`src/include/adbp_consts.svh`:
```
/*
 * Constants of the add/drop bus port: frame geometry, generated overhead
 * values, slot count and oscillator timing.
 * Assumes it is included by bare name wherever a figure is needed.
 */
`ifndef ADBP_CONSTS_SVH
`define ADBP_CONSTS_SVH

// sts-1 frame geometry for the generated frame
`define ADBP_COLS          7'd90
`define ADBP_ROWS          4'd9
`define ADBP_TOH_COLS      7'd3
`define ADBP_A1_COL        7'd0
`define ADBP_A2_COL        7'd1
`define ADBP_C1_COL        7'd2
`define ADBP_FRAME_ROW     4'd0
`define ADBP_PTR_ROW       4'd3
`define ADBP_H1_COL        7'd0
`define ADBP_H2_COL        7'd1
`define ADBP_J1_COL        7'd3

// generated transport overhead values, pointer of zero
`define ADBP_A1_VAL        8'hF6
`define ADBP_A2_VAL        8'h28
`define ADBP_C1_VAL        8'h01
`define ADBP_H1_VAL        8'h60
`define ADBP_H2_VAL        8'h00

// byte interleave of three tributaries
`define ADBP_LAST_SLOT     2'd2
`define ADBP_FIRST_AFTER_C1 2'd1

// line receive clock timing
`define ADBP_CORE_PERIOD_PS 10000
`define ADBP_DS3_PERIOD_PS 22350
`define ADBP_E3_PERIOD_PS  29100
`define ADBP_DS3_CYC       ((`ADBP_DS3_PERIOD_PS + `ADBP_CORE_PERIOD_PS - 1) / `ADBP_CORE_PERIOD_PS)
`define ADBP_E3_CYC        ((`ADBP_E3_PERIOD_PS + `ADBP_CORE_PERIOD_PS - 1) / `ADBP_CORE_PERIOD_PS)
`define ADBP_STALL_MARGIN  2

`endif

```
`src/include/adbp_pkg.sv`:
```
/*
 * Types of the add/drop bus port: bus format and insert timing source.
 * Assumes nothing beyond a SystemVerilog compiler.
 */
package adbp_pkg;

	// bus format on the drop and add buses
	typedef enum logic [2:0] {
		FMT_STM1 = 3'b001,
		FMT_STS3 = 3'b010,
		FMT_STS1 = 3'b100
	} adbp_fmt_t;

	// where the insert bus byte timing comes from
	typedef enum logic [2:0] {
		TSRC_INSERT   = 3'b001,
		TSRC_EXTRACT  = 3'b010,
		TSRC_EXTERNAL = 3'b100
	} adbp_tsrc_t;

endpackage

```
`src/include/adbp_sync_if.sv`:
```
/*
 * Carrier from a pin synchroniser to the port logic: settled level and
 * one-cycle edge pulses of bit zero.
 * Assumes both ends run on core_clk.
 */
`timescale 1ns/100ps
interface adbp_sync_if #(parameter int W = 1);
	logic [W-1:0] level;
	logic         rise;
	logic         fall;
	modport src (output level, output rise, output fall);
	modport dst (input level, input rise, input fall);
endinterface

```
`src/hw/adbp_pin_sync.sv`:
```
/*
 * Three-stage pin synchroniser with agreement filter and edge pulses.
 * Assumes pins are asynchronous to core_clk and change slower than it.
 */
`timescale 1ns/100ps
module adbp_pin_sync #(parameter int W = 1) (
	// clock and reset
	input  wire logic         core_clk,
	input  wire logic         sys_rst,
	// pin side
	input  wire logic [W-1:0] pinIn,
	// settled side
	adbp_sync_if.src          syncOut
);
	logic [W-1:0] s1_reg, s2_reg, s3_reg, stable_reg;
	logic [W-1:0] s1_next, s2_next, s3_next, stable_next;
	logic         rise_reg, fall_reg, rise_next, fall_next;

	// a change counts once stages two and three agree
	always_comb begin
		s1_next = pinIn;
		s2_next = s1_reg;
		s3_next = s2_reg;
		stable_next = (s2_reg == s3_reg) ? s3_reg : stable_reg;
		rise_next = ~stable_reg[0] & stable_next[0];
		fall_next = stable_reg[0] & ~stable_next[0];
	end

	// registers only
	always_ff @(posedge core_clk or posedge sys_rst) begin
		if (sys_rst) begin
			s1_reg     <= '0;
			s2_reg     <= '0;
			s3_reg     <= '0;
			stable_reg <= '0;
			rise_reg   <= 1'b0;
			fall_reg   <= 1'b0;
		end else begin
			s1_reg     <= s1_next;
			s2_reg     <= s2_next;
			s3_reg     <= s3_next;
			stable_reg <= stable_next;
			rise_reg   <= rise_next;
			fall_reg   <= fall_next;
		end
	end

	assign syncOut.level = stable_reg;
	assign syncOut.rise  = rise_reg;
	assign syncOut.fall  = fall_reg;
endmodule

```
`src/hw/adbp_port.sv`:
```
/*
 * Add/drop bus port: drop-side byte capture, add-side slot insertion in
 * derived or external timing, and the line receive clock.
 * Assumes bus clocks far below core_clk and static mode inputs.
 */
// Operation
// RULE1: stm-1 single j1 marks vc-4 start
// RULE2: sts-3 carries three j1 pulses, one each
// RULE3: sts-1 uses its single j1 marker
// RULE4: stm-1 tributary b one byte after a
// RULE5: sts-3 second slot one byte later
// RULE6: derived timing: data one byte after markers
// RULE7: sample insert markers on byte clock fall
// RULE8: change insert outputs on byte clock rise
// RULE9: outside slot: release data, slot high
// RULE10: capture extract bus on clock fall
// RULE11: unused c1-only input tied low outside
// RULE12: external clock mode sends pointer zero
// RULE13: overhead bit generates a1 a2 c1 h1 h2
// RULE14: external mode markers aligned with data
// RULE15: receive clock derived from oscillator input
// RULE16: receive clock period per ds3 or e3; the stall limit is 6 core cycles for both
// RULE17: slot low only own bytes, even parity
`timescale 1ns/100ps
`include "adbp_consts.svh"
module adbp_port (
	// clock and reset
	input  wire logic               core_clk,
	input  wire logic               sys_rst,
	// static configuration
	input  wire adbp_pkg::adbp_fmt_t  busFormat,
	input  wire adbp_pkg::adbp_tsrc_t timingSource,
	input  wire logic [1:0]         tribSelect,
	input  wire logic               transportOverheadGenerate,
	input  wire logic               tribFormatE3,
	// tributary bytes to insert
	input  wire logic [7:0]         tribData,
	output logic                    tribTake,
	// insert bus clock pin and external byte clock
	input  wire logic               insertBusClockIn,
	output logic                    insertBusClockOut,
	output logic                    insertBusClockOe,
	input  wire logic               extClockIn,
	// insert bus markers, two-way
	input  wire logic               insertFrameMarkerIn,
	output logic                    insertFrameMarkerOut,
	output logic                    insertFrameMarkerOe,
	input  wire logic               insertPayloadEnvelopeIn,
	output logic                    insertPayloadEnvelopeOut,
	output logic                    insertPayloadEnvelopeOe,
	// insert bus data and slot indicator
	output logic [7:0]              insertBusDataOut,
	output logic                    insertBusDataOe,
	output logic                    insertBusParityOut,
	output logic                    insertBusParityOe,
	output logic                    insertSlotN,
	// extract bus
	input  wire logic               extractBusClock,
	input  wire logic [7:0]         extractBusData,
	input  wire logic               extractBusParity,
	input  wire logic               extractFrameMarker,
	input  wire logic               extractC1OnlyMarker,
	input  wire logic               extractPayloadEnvelope,
	// dropped bytes
	output logic [7:0]              dropData,
	output logic                    dropValid,
	output logic                    dropParityErr,
	output logic                    dropFrameStart,
	output logic                    dropC1,
	// line receive clock
	input  wire logic               oscillatorInput,
	output logic                    lineRxClock,
	output logic                    rxClockStall
);
	import adbp_pkg::*;

	adbp_sync_if #(.W(1))  insClkIf ();
	adbp_sync_if #(.W(1))  extClkIf ();
	adbp_sync_if #(.W(1))  drpClkIf ();
	adbp_sync_if #(.W(1))  oscIf ();
	adbp_sync_if #(.W(2))  insCtlIf ();
	adbp_sync_if #(.W(12)) drpBusIf ();

	// every pin crosses four flops before use
	adbp_pin_sync #(.W(1)) uInsClk (.core_clk(core_clk), .sys_rst(sys_rst),
		.pinIn(insertBusClockIn), .syncOut(insClkIf.src));
	adbp_pin_sync #(.W(1)) uExtClk (.core_clk(core_clk), .sys_rst(sys_rst),
		.pinIn(extClockIn), .syncOut(extClkIf.src));
	adbp_pin_sync #(.W(1)) uDrpClk (.core_clk(core_clk), .sys_rst(sys_rst),
		.pinIn(extractBusClock), .syncOut(drpClkIf.src));
	adbp_pin_sync #(.W(1)) uOsc (.core_clk(core_clk), .sys_rst(sys_rst),
		.pinIn(oscillatorInput), .syncOut(oscIf.src));
	adbp_pin_sync #(.W(2)) uInsCtl (.core_clk(core_clk), .sys_rst(sys_rst),
		.pinIn({insertFrameMarkerIn, insertPayloadEnvelopeIn}), .syncOut(insCtlIf.src));
	adbp_pin_sync #(.W(12)) uDrpBus (.core_clk(core_clk), .sys_rst(sys_rst),
		.pinIn({extractBusData, extractBusParity, extractFrameMarker,
			extractPayloadEnvelope, extractC1OnlyMarker}),
		.syncOut(drpBusIf.src));

	// settled extract bus fields, same delay as its clock
	logic [7:0] dBusData;
	logic       dBusPar, dBusMark, dBusSpe, dBusC1;
	assign dBusData = drpBusIf.level[11:4];
	assign dBusPar  = drpBusIf.level[3];
	assign dBusMark = drpBusIf.level[2];
	assign dBusSpe  = drpBusIf.level[1];
	assign dBusC1   = drpBusIf.level[0];

	// drop side: capture on falling byte clock, select own tributary
	logic [1:0] dPhase_reg, dPhase_next, dCur;
	logic [7:0] dropData_reg, dropData_next;
	logic       dropValid_reg, dropValid_next, dropParityErr_reg, dropParityErr_next;
	logic       dropFrameStart_reg, dropFrameStart_next, dropC1_reg, dropC1_next;
	logic       dIsC1, dIsJ1, dOwn;

	always_comb begin
		dIsC1 = (dBusMark & ~dBusSpe) | dBusC1;
		dIsJ1 = dBusMark & dBusSpe;
		dCur = dIsC1 ? 2'd0 : dPhase_reg;
		dOwn = (busFormat == FMT_STS1) | (dCur == tribSelect);
		dPhase_next = dPhase_reg;
		dropData_next = dropData_reg;
		dropValid_next = 1'b0;
		dropParityErr_next = 1'b0;
		dropFrameStart_next = 1'b0;
		dropC1_next = 1'b0;
		if (drpClkIf.fall) begin // RULE10
			dPhase_next = (dCur == `ADBP_LAST_SLOT) ? 2'd0 : dCur + 2'd1;
			dropC1_next = dIsC1;
			if (dBusSpe && dOwn) begin
				dropData_next = dBusData;
				dropValid_next = 1'b1;
				dropParityErr_next = (^dBusData) != dBusPar;
			end
			unique case (busFormat)
				FMT_STM1: dropFrameStart_next = dIsJ1; // RULE1
				FMT_STS3: dropFrameStart_next = dIsJ1 & (dCur == tribSelect); // RULE2
				FMT_STS1: dropFrameStart_next = dIsJ1; // RULE3
			endcase
		end
	end

	always_ff @(posedge core_clk or posedge sys_rst) begin
		if (sys_rst) begin
			dPhase_reg         <= 2'h0;
			dropData_reg       <= 8'h00;
			dropValid_reg      <= 1'b0;
			dropParityErr_reg  <= 1'b0;
			dropFrameStart_reg <= 1'b0;
			dropC1_reg         <= 1'b0;
		end else begin
			dPhase_reg         <= dPhase_next;
			dropData_reg       <= dropData_next;
			dropValid_reg      <= dropValid_next;
			dropParityErr_reg  <= dropParityErr_next;
			dropFrameStart_reg <= dropFrameStart_next;
			dropC1_reg         <= dropC1_next;
		end
	end

	// derived timing source for the insert side
	logic bFall, bRise, bMark, bSpe, bC1, extMode;
	always_comb begin
		extMode = (timingSource == TSRC_EXTERNAL);
		// idle values first, so an illegal source code cannot latch
		bFall = 1'b0;
		bRise = 1'b0;
		bMark = 1'b0;
		bSpe  = 1'b0;
		bC1   = 1'b0;
		unique case (timingSource)
			TSRC_INSERT: begin
				bFall = insClkIf.fall;
				bRise = insClkIf.rise;
				bMark = insCtlIf.level[1];
				bSpe  = insCtlIf.level[0];
				bC1   = 1'b0;
			end
			TSRC_EXTRACT: begin
				bFall = drpClkIf.fall;
				bRise = drpClkIf.rise;
				bMark = dBusMark;
				bSpe  = dBusSpe;
				bC1   = dBusC1; // RULE11
			end
			TSRC_EXTERNAL: ; // own frame counter, no derived timing
		endcase
	end

	// derived insert: markers taken on fall, slot decided for next byte
	logic [1:0] aPhase_reg, aPhase_next, aCur;
	logic       pendHit_reg, pendHit_next;
	always_comb begin
		aCur = ((bMark & ~bSpe) | bC1) ? 2'd0 : aPhase_reg;
		aPhase_next = aPhase_reg;
		pendHit_next = pendHit_reg;
		if (bFall) begin // RULE7
			aPhase_next = (aCur == `ADBP_LAST_SLOT) ? 2'd0 : aCur + 2'd1;
			// slot b, c, a fall on consecutive bytes after c1
			pendHit_next = bSpe & ((busFormat == FMT_STS1) | (aCur == tribSelect)); // RULE4 RULE5
		end
	end

	always_ff @(posedge core_clk or posedge sys_rst) begin
		if (sys_rst) begin
			aPhase_reg  <= `ADBP_FIRST_AFTER_C1;
			pendHit_reg <= 1'b0;
		end else begin
			aPhase_reg  <= aPhase_next;
			pendHit_reg <= pendHit_next;
		end
	end

	// external clock mode: own sts-1 frame counter
	logic [6:0] col_reg, col_next, nCol;
	logic [3:0] row_reg, row_next, nRow;
	logic       xA1, xA2, xC1, xH1, xH2, xSpe, xJ1, xOh;
	logic [7:0] xOhByte;
	always_comb begin
		nCol = (col_reg == `ADBP_COLS - 7'd1) ? 7'd0 : col_reg + 7'd1;
		nRow = row_reg;
		if (col_reg == `ADBP_COLS - 7'd1)
			nRow = (row_reg == `ADBP_ROWS - 4'd1) ? 4'd0 : row_reg + 4'd1;
		col_next = col_reg;
		row_next = row_reg;
		if (extMode && extClkIf.rise) begin
			col_next = nCol;
			row_next = nRow;
		end
		xA1 = (nRow == `ADBP_FRAME_ROW) && (nCol == `ADBP_A1_COL);
		xA2 = (nRow == `ADBP_FRAME_ROW) && (nCol == `ADBP_A2_COL);
		xC1 = (nRow == `ADBP_FRAME_ROW) && (nCol == `ADBP_C1_COL);
		xH1 = (nRow == `ADBP_PTR_ROW) && (nCol == `ADBP_H1_COL);
		xH2 = (nRow == `ADBP_PTR_ROW) && (nCol == `ADBP_H2_COL);
		// pointer zero puts j1 right after h3
		xJ1 = (nRow == `ADBP_PTR_ROW) && (nCol == `ADBP_J1_COL); // RULE12
		xSpe = nCol >= `ADBP_TOH_COLS;
		xOh = transportOverheadGenerate & (xA1 | xA2 | xC1 | xH1 | xH2); // RULE13
		xOhByte = `ADBP_H2_VAL; // RULE12
		if (xA1)
			xOhByte = `ADBP_A1_VAL;
		else if (xA2)
			xOhByte = `ADBP_A2_VAL;
		else if (xC1)
			xOhByte = `ADBP_C1_VAL;
		else if (xH1)
			xOhByte = `ADBP_H1_VAL;
	end

	always_ff @(posedge core_clk or posedge sys_rst) begin
		if (sys_rst) begin
			col_reg <= `ADBP_COLS - 7'd1;
			row_reg <= `ADBP_ROWS - 4'd1;
		end else begin
			col_reg <= col_next;
			row_reg <= row_next;
		end
	end

	// insert bus data, parity, slot and markers change on a rising byte clock; the clock output follows extClockIn in external mode, low otherwise
	logic [7:0] insert_bus_data_reg, insert_bus_data_next;
	logic       aDataOe_reg, aDataOe_next, insert_bus_parity_reg, insert_bus_parity_next, aSlotN_reg, aSlotN_next;
	logic       mOut_reg, mOut_next, sOut_reg, sOut_next, mOe_reg, mOe_next;
	logic       cOut_reg, cOut_next, cOe_reg, cOe_next, take_reg, take_next;
	always_comb begin
		insert_bus_data_next = insert_bus_data_reg;
		aDataOe_next = aDataOe_reg;
		insert_bus_parity_next = insert_bus_parity_reg;
		aSlotN_next = aSlotN_reg;
		mOut_next = mOut_reg;
		sOut_next = sOut_reg;
		mOe_next = extMode;
		cOe_next = extMode;
		cOut_next = extMode & extClkIf.level[0];
		take_next = 1'b0;
		if (!extMode) begin
			mOut_next = 1'b0;
			sOut_next = 1'b0;
		end
		if (extMode && extClkIf.rise) begin // RULE8
			// markers and data of the same byte leave together
			mOut_next = xC1 | xJ1; // RULE14
			sOut_next = xSpe; // RULE14
			insert_bus_data_next = xOh ? xOhByte : tribData;
			insert_bus_parity_next = xOh ? ^xOhByte : ^tribData; // RULE17
			aDataOe_next = xSpe | xOh;
			aSlotN_next = ~(xSpe | xOh); // RULE17
			take_next = xSpe;
		end else if (!extMode && bRise) begin // RULE8
			// byte marked on the last fall goes out now
			insert_bus_data_next = pendHit_reg ? tribData : insert_bus_data_reg; // RULE6
			insert_bus_parity_next = pendHit_reg ? ^tribData : insert_bus_parity_reg; // RULE17
			aDataOe_next = pendHit_reg; // RULE9
			aSlotN_next = ~pendHit_reg; // RULE9 RULE17
			take_next = pendHit_reg;
		end
	end

	always_ff @(posedge core_clk or posedge sys_rst) begin
		if (sys_rst) begin
			insert_bus_data_reg   <= 8'h00;
			aDataOe_reg <= 1'b0;
			insert_bus_parity_reg    <= 1'b0;
			aSlotN_reg  <= 1'b1;
			mOut_reg    <= 1'b0;
			sOut_reg    <= 1'b0;
			mOe_reg     <= 1'b0;
			cOut_reg    <= 1'b0;
			cOe_reg     <= 1'b0;
			take_reg    <= 1'b0;
		end else begin
			insert_bus_data_reg   <= insert_bus_data_next;
			aDataOe_reg <= aDataOe_next;
			insert_bus_parity_reg    <= insert_bus_parity_next;
			aSlotN_reg  <= aSlotN_next;
			mOut_reg    <= mOut_next;
			sOut_reg    <= sOut_next;
			mOe_reg     <= mOe_next;
			cOut_reg    <= cOut_next;
			cOe_reg     <= cOe_next;
			take_reg    <= take_next;
		end
	end

	// receive clock follows the oscillator; no oscillator rise for over 6 core cycles flags a stall
	logic       rxClk_reg, rxClk_next, stall_reg, stall_next;
	logic [3:0] oscCnt_reg, oscCnt_next, oscLimit;
	always_comb begin
		oscLimit = tribFormatE3 ? 4'(`ADBP_E3_CYC * `ADBP_STALL_MARGIN) // RULE16
			: 4'(`ADBP_DS3_CYC * `ADBP_STALL_MARGIN);
		rxClk_next = oscIf.level[0]; // RULE15
		oscCnt_next = oscIf.rise ? 4'h0 : oscCnt_reg + {3'h0, (oscCnt_reg != 4'hF)};
		stall_next = oscCnt_reg > oscLimit; // RULE16
	end

	always_ff @(posedge core_clk or posedge sys_rst) begin
		if (sys_rst) begin
			rxClk_reg  <= 1'b0;
			oscCnt_reg <= 4'h0;
			stall_reg  <= 1'b0;
		end else begin
			rxClk_reg  <= rxClk_next;
			oscCnt_reg <= oscCnt_next;
			stall_reg  <= stall_next;
		end
	end

	// outputs straight from flops
	assign tribTake                 = take_reg;
	assign insertBusClockOut        = cOut_reg;
	assign insertBusClockOe         = cOe_reg;
	assign insertFrameMarkerOut     = mOut_reg;
	assign insertFrameMarkerOe      = mOe_reg;
	assign insertPayloadEnvelopeOut = sOut_reg;
	assign insertPayloadEnvelopeOe  = mOe_reg;
	assign insertBusDataOut         = insert_bus_data_reg;
	assign insertBusDataOe          = aDataOe_reg;
	assign insertBusParityOut       = insert_bus_parity_reg;
	assign insertBusParityOe        = aDataOe_reg;
	assign insertSlotN              = aSlotN_reg;
	assign dropData                 = dropData_reg;
	assign dropValid                = dropValid_reg;
	assign dropParityErr            = dropParityErr_reg;
	assign dropFrameStart           = dropFrameStart_reg;
	assign dropC1                   = dropC1_reg;
	assign lineRxClock              = rxClk_reg;
	assign rxClockStall             = stall_reg;
endmodule

```
`config.mk`:
```
export PLATFORM = sky130hd
export DESIGN_NAME = adbp_port
export DESIGN_NICKNAME = d
export VERILOG_FILES = /design/src/include/adbp_pkg.sv /design/src/include/adbp_sync_if.sv /design/src/hw/adbp_pin_sync.sv /design/src/hw/adbp_port.sv
export VERILOG_INCLUDE_DIRS = /design/src /design/src/include
export SDC_FILE = /design/constraint.sdc
export NUM_CORES = 1
export LEC_CHECK = 0
export BUFFER_PORTS_ARGS = -buffer_cell sky130_fd_sc_hd__buf_2
export CORE_MARGIN = 2
export CORE_UTILIZATION = 35
export CTS_CLUSTER_DIAMETER = 60
export DETAILED_ROUTE_END_ITERATION = 12
export SYNTH_ARGS = -nofsm -noshare
export SYNTH_HDL_FRONTEND = slang
export SYNTH_SLANG_ARGS = --single-unit
```
`constraint.sdc`:
```
create_clock -name core_clk -period 7.7 [get_ports core_clk]
set_input_delay 1.54 -clock core_clk [delete_from_list [all_inputs] [get_ports core_clk]]
set_output_delay 1.54 -clock core_clk [all_outputs]
set_load 0.01 [all_outputs]
```
==> impl_results.md <==
- Status: finished, final reports clean
- Post-route cell area: 0.00624 mm2
- Post-synthesis sequential element count: 128
- Most common cell after layout, fill and taps aside: dfrtp_1
- Vias per cell: 4.80
- Initial antenna violation count: 0
- Tmin final: 3.40 ns
- Worst Skew: 0.00450 ns
- Ys Warns: 0
- 1st-iter DRT viols: 232
- Total grt overflow: 0
- Final-report max-slew violation count: 0
- Mapped Avg Cell Area: 12.0 um2
- Core area: 0.0145 mm2
- Clk Tree Root Cell: clkbuf_16
- WHS: 0.347 ns
- H-tree Lvls: 4
- Area after DPL: 0.00566 mm2
- Worst-Margin Slew: 1.03 ns
- Post-Syn Nets: 473
- Die ar.: 0.0157 mm2
- Vias in the first global route: 3450
- Die X-Extent: 125 um
- First-pass GRT wire length: 16200 um
- Gp weighted congestion: 0.809
- Number of synthesized flops with an enable pin: 0
- Synth top area share: 58.7%
- Final worst-path cycle share: 44.1%
- Fill count: 1353
- Setup Fix Bufs, Post-CTS: 0
- Top delay family on crit path: compound AO/OA/AOI/OAI gates
- Most common flop cell mapped by yosys: dfrtp_1
- Maxcap violations: 0
- Area leader, netlist: dfrtp_1
- Critical Path Most Common Cell: nand2_1
- Diode count: 0
- Pin count of the biggest net entering global routing: 85
- HPWL Detailed: 6560 um
- Commonest non-fill, non-tap cells in the layout: dfrtp_1 (121), buf_2 (69), nand2_1 (35)
- Top cells by area, synth: dfrtp_1 (59%), mux2_2 (5.0%), dfstp_2 (3.6%)
- Setup violators final: 0
- Site row count: 44
- Crit-path max FO: 14
- Antenna Nets Post-Route: 0
- Leak: 2.92 nW
- Hold buffers post-CTS: 0
- Final Hold Viols: 0
- CTS tree: done
- Power per Cell Area: 291 mW/mm2
- Gr usage total: 12.9%
- DR pass1 iterations: 4
- Worst vdd ir: 0.000147 V
- Sequential cell area: 0.00321 mm2
- Syn Inst Count: 429
- Clock sink count: 128
- TritonCTS Buffers: 17
- Worst-path clk slew: 0.05 ns
- Seq/Total Area, Yosys: 62.3%
- Max_slew headroom: 31.1%
- Detailed-route via count: 3350
- Crit start category: input pin
- Data required, critical path: 8.03 ns
- Nets@finish: 546
- Port-buffer cells: 69
- RSZ-0062 raised after global routing: false
- Critical path endpoint category: register
- Layout cells sized above 1: 26.1%
- Area Overhead vs Synth: 21.0%
- Netlist cell types: 56
- Crit Path Class: in -> reg
- Cell Area, Synth: 0.00516 mm2
- Cells resized by post-CTS repair: 0
- Wire per inst: 13.4 um
- Crit path cell chain: buf_2 > nor2_1 > nand2_1 > inv_1 > and2_0 > nand2_1 > a2111o_1 > o21a_1 > a21oi_1
- Critical Path AT: 3.73 ns
- Final WL: 9370 um
- Async set-reset flop share out of synthesis: 100%
- Final TNS setup: 0 ns
- DIE HEIGHT: 125 um
- Multi-input logic area: 0.00183 mm2
- CP max stage delay: 0.58 ns
- Worst Hold Class: reg -> reg
- Ports: 71
- Clock Tree Buf Depth: 2
- Total power: 1.82 mW
- Initial Util: 35.6%
- Buf/Inv on CP: 2
- Achievable Freq: 294 MHz
- Crit path max-delay cell type: and2_0
- Worst skew pair latency: 0.41 ns
- # DRC: 0
==> worst paths after layout <==
| path | start | to | slack [ns] | cells past startpoint |
|---|---|---|---|---|
| max | timingSource[0] | insertBusDataOut[2] | 4.30 | 9 |
| min | uDrpBus.s1_reg[2] | uDrpBus.s2_reg[2] | 0.35 | 0 |
| max reg2reg | col_reg[0] | insertBusDataOut[2] | 4.87 | 7 |
| min reg2reg | uDrpBus.s1_reg[2] | uDrpBus.s2_reg[2] | 0.35 | 0 |
| max in group asynchronous | sys_rst | row_reg[2] | 5.08 | 3 |
| min in group asynchronous | sys_rst | uInsCtl.s1_reg[1] | 1.18 | 2 |
==> layer usage <==
layer  part of all wire [%]  vias up  GRT usage [%]
met5                      0        -              0
met4                    2.5        0           6.27
met3                    3.4       21           4.24
met2                     50       60           20.7
met1                     44     1617           15.9
li1                       -     1652              -
==> power breakdown <==
group / switching, mW / internal [mW]
clock: 0.288 / 0.486
sequential: 0.0578 / 0.744
combinational: 0.131 / 0.109
==> through the flow <==
stage	setup slack, ns	cells	utilization, %
detailed placement	3.92	667	39.1
floorplan	2.76	429	-
global placement	3.96	667	39.1
global route	4.05	698	43.1
CTS	4.36	698	43.1
finish	4.30	698	43.1
==> layout make-up <==
| class | instances | share of cell area [%] |
|---|---|---|
| inverter | 10 | 0.641 |
| sequential | 128 | 51.5 |
| multi-input combinational | 275 | 29.3 |
| tap | 184 | 3.69 |
| clock buffer | 20 | 7.16 |
| clock inverter | 11 | 2.12 |
| timing repair buffer | 70 | 5.65 |
==> synth_stat cells (2+ instances only) <==
cell type    n
nand2b_1     3
xor2_1      17
a211o_1      2
buf_4        4
ha_1         6
xnor2_1     18
nor3_1       7
nand3_1     15
dfrtp_1    121
nor2b_1      7
o31ai_1      2
a31oi_1      7
a21o_1       2
buf_2        5
o21ai_0     21
a21oi_1     17
nand4_1      8
or3_1        2
maj3_1       3
and2_1       3
nand2_1     35
clkbuf_1     6
o211ai_1     2
dfstp_2      7
o21bai_2     2
o21ai_1      2
mux2i_1      2
a31o_1       2
nor3b_1      6
mux2_2      23
and3_1       6
nor2_1      30
and3b_1      2
nor4_1       3
inv_1       10
==> worst register-to-register path: stages, from the launching register on <==
cell      delay (ns)
dfstp_2         0.64
ha_1            0.17
nor3b_1         0.30
and2_1          0.45
a21oi_1         0.18
a2111o_1        0.54
o21a_1          0.30
a21oi_1         0.16
==> logic make-up (layout without fill, tap and decap cells) <==
group / count (synthesis) / count (layout) / synth area share, %
buffers and inverters: 26 / 111 / 2.30
muxes: 25 / 25 / 5.41
adders and majority gates: 9 / 9 / 2.04
and+or+nand+nor: 130 / 130 / 12.4
xor gates and xnor gates: 35 / 35 / 5.94
AOI/OAI and AO/OA: 76 / 76 / 9.63
DFF: 128 / 128 / 62.3
No activity file was read; power rests on OpenSTA's default activity.
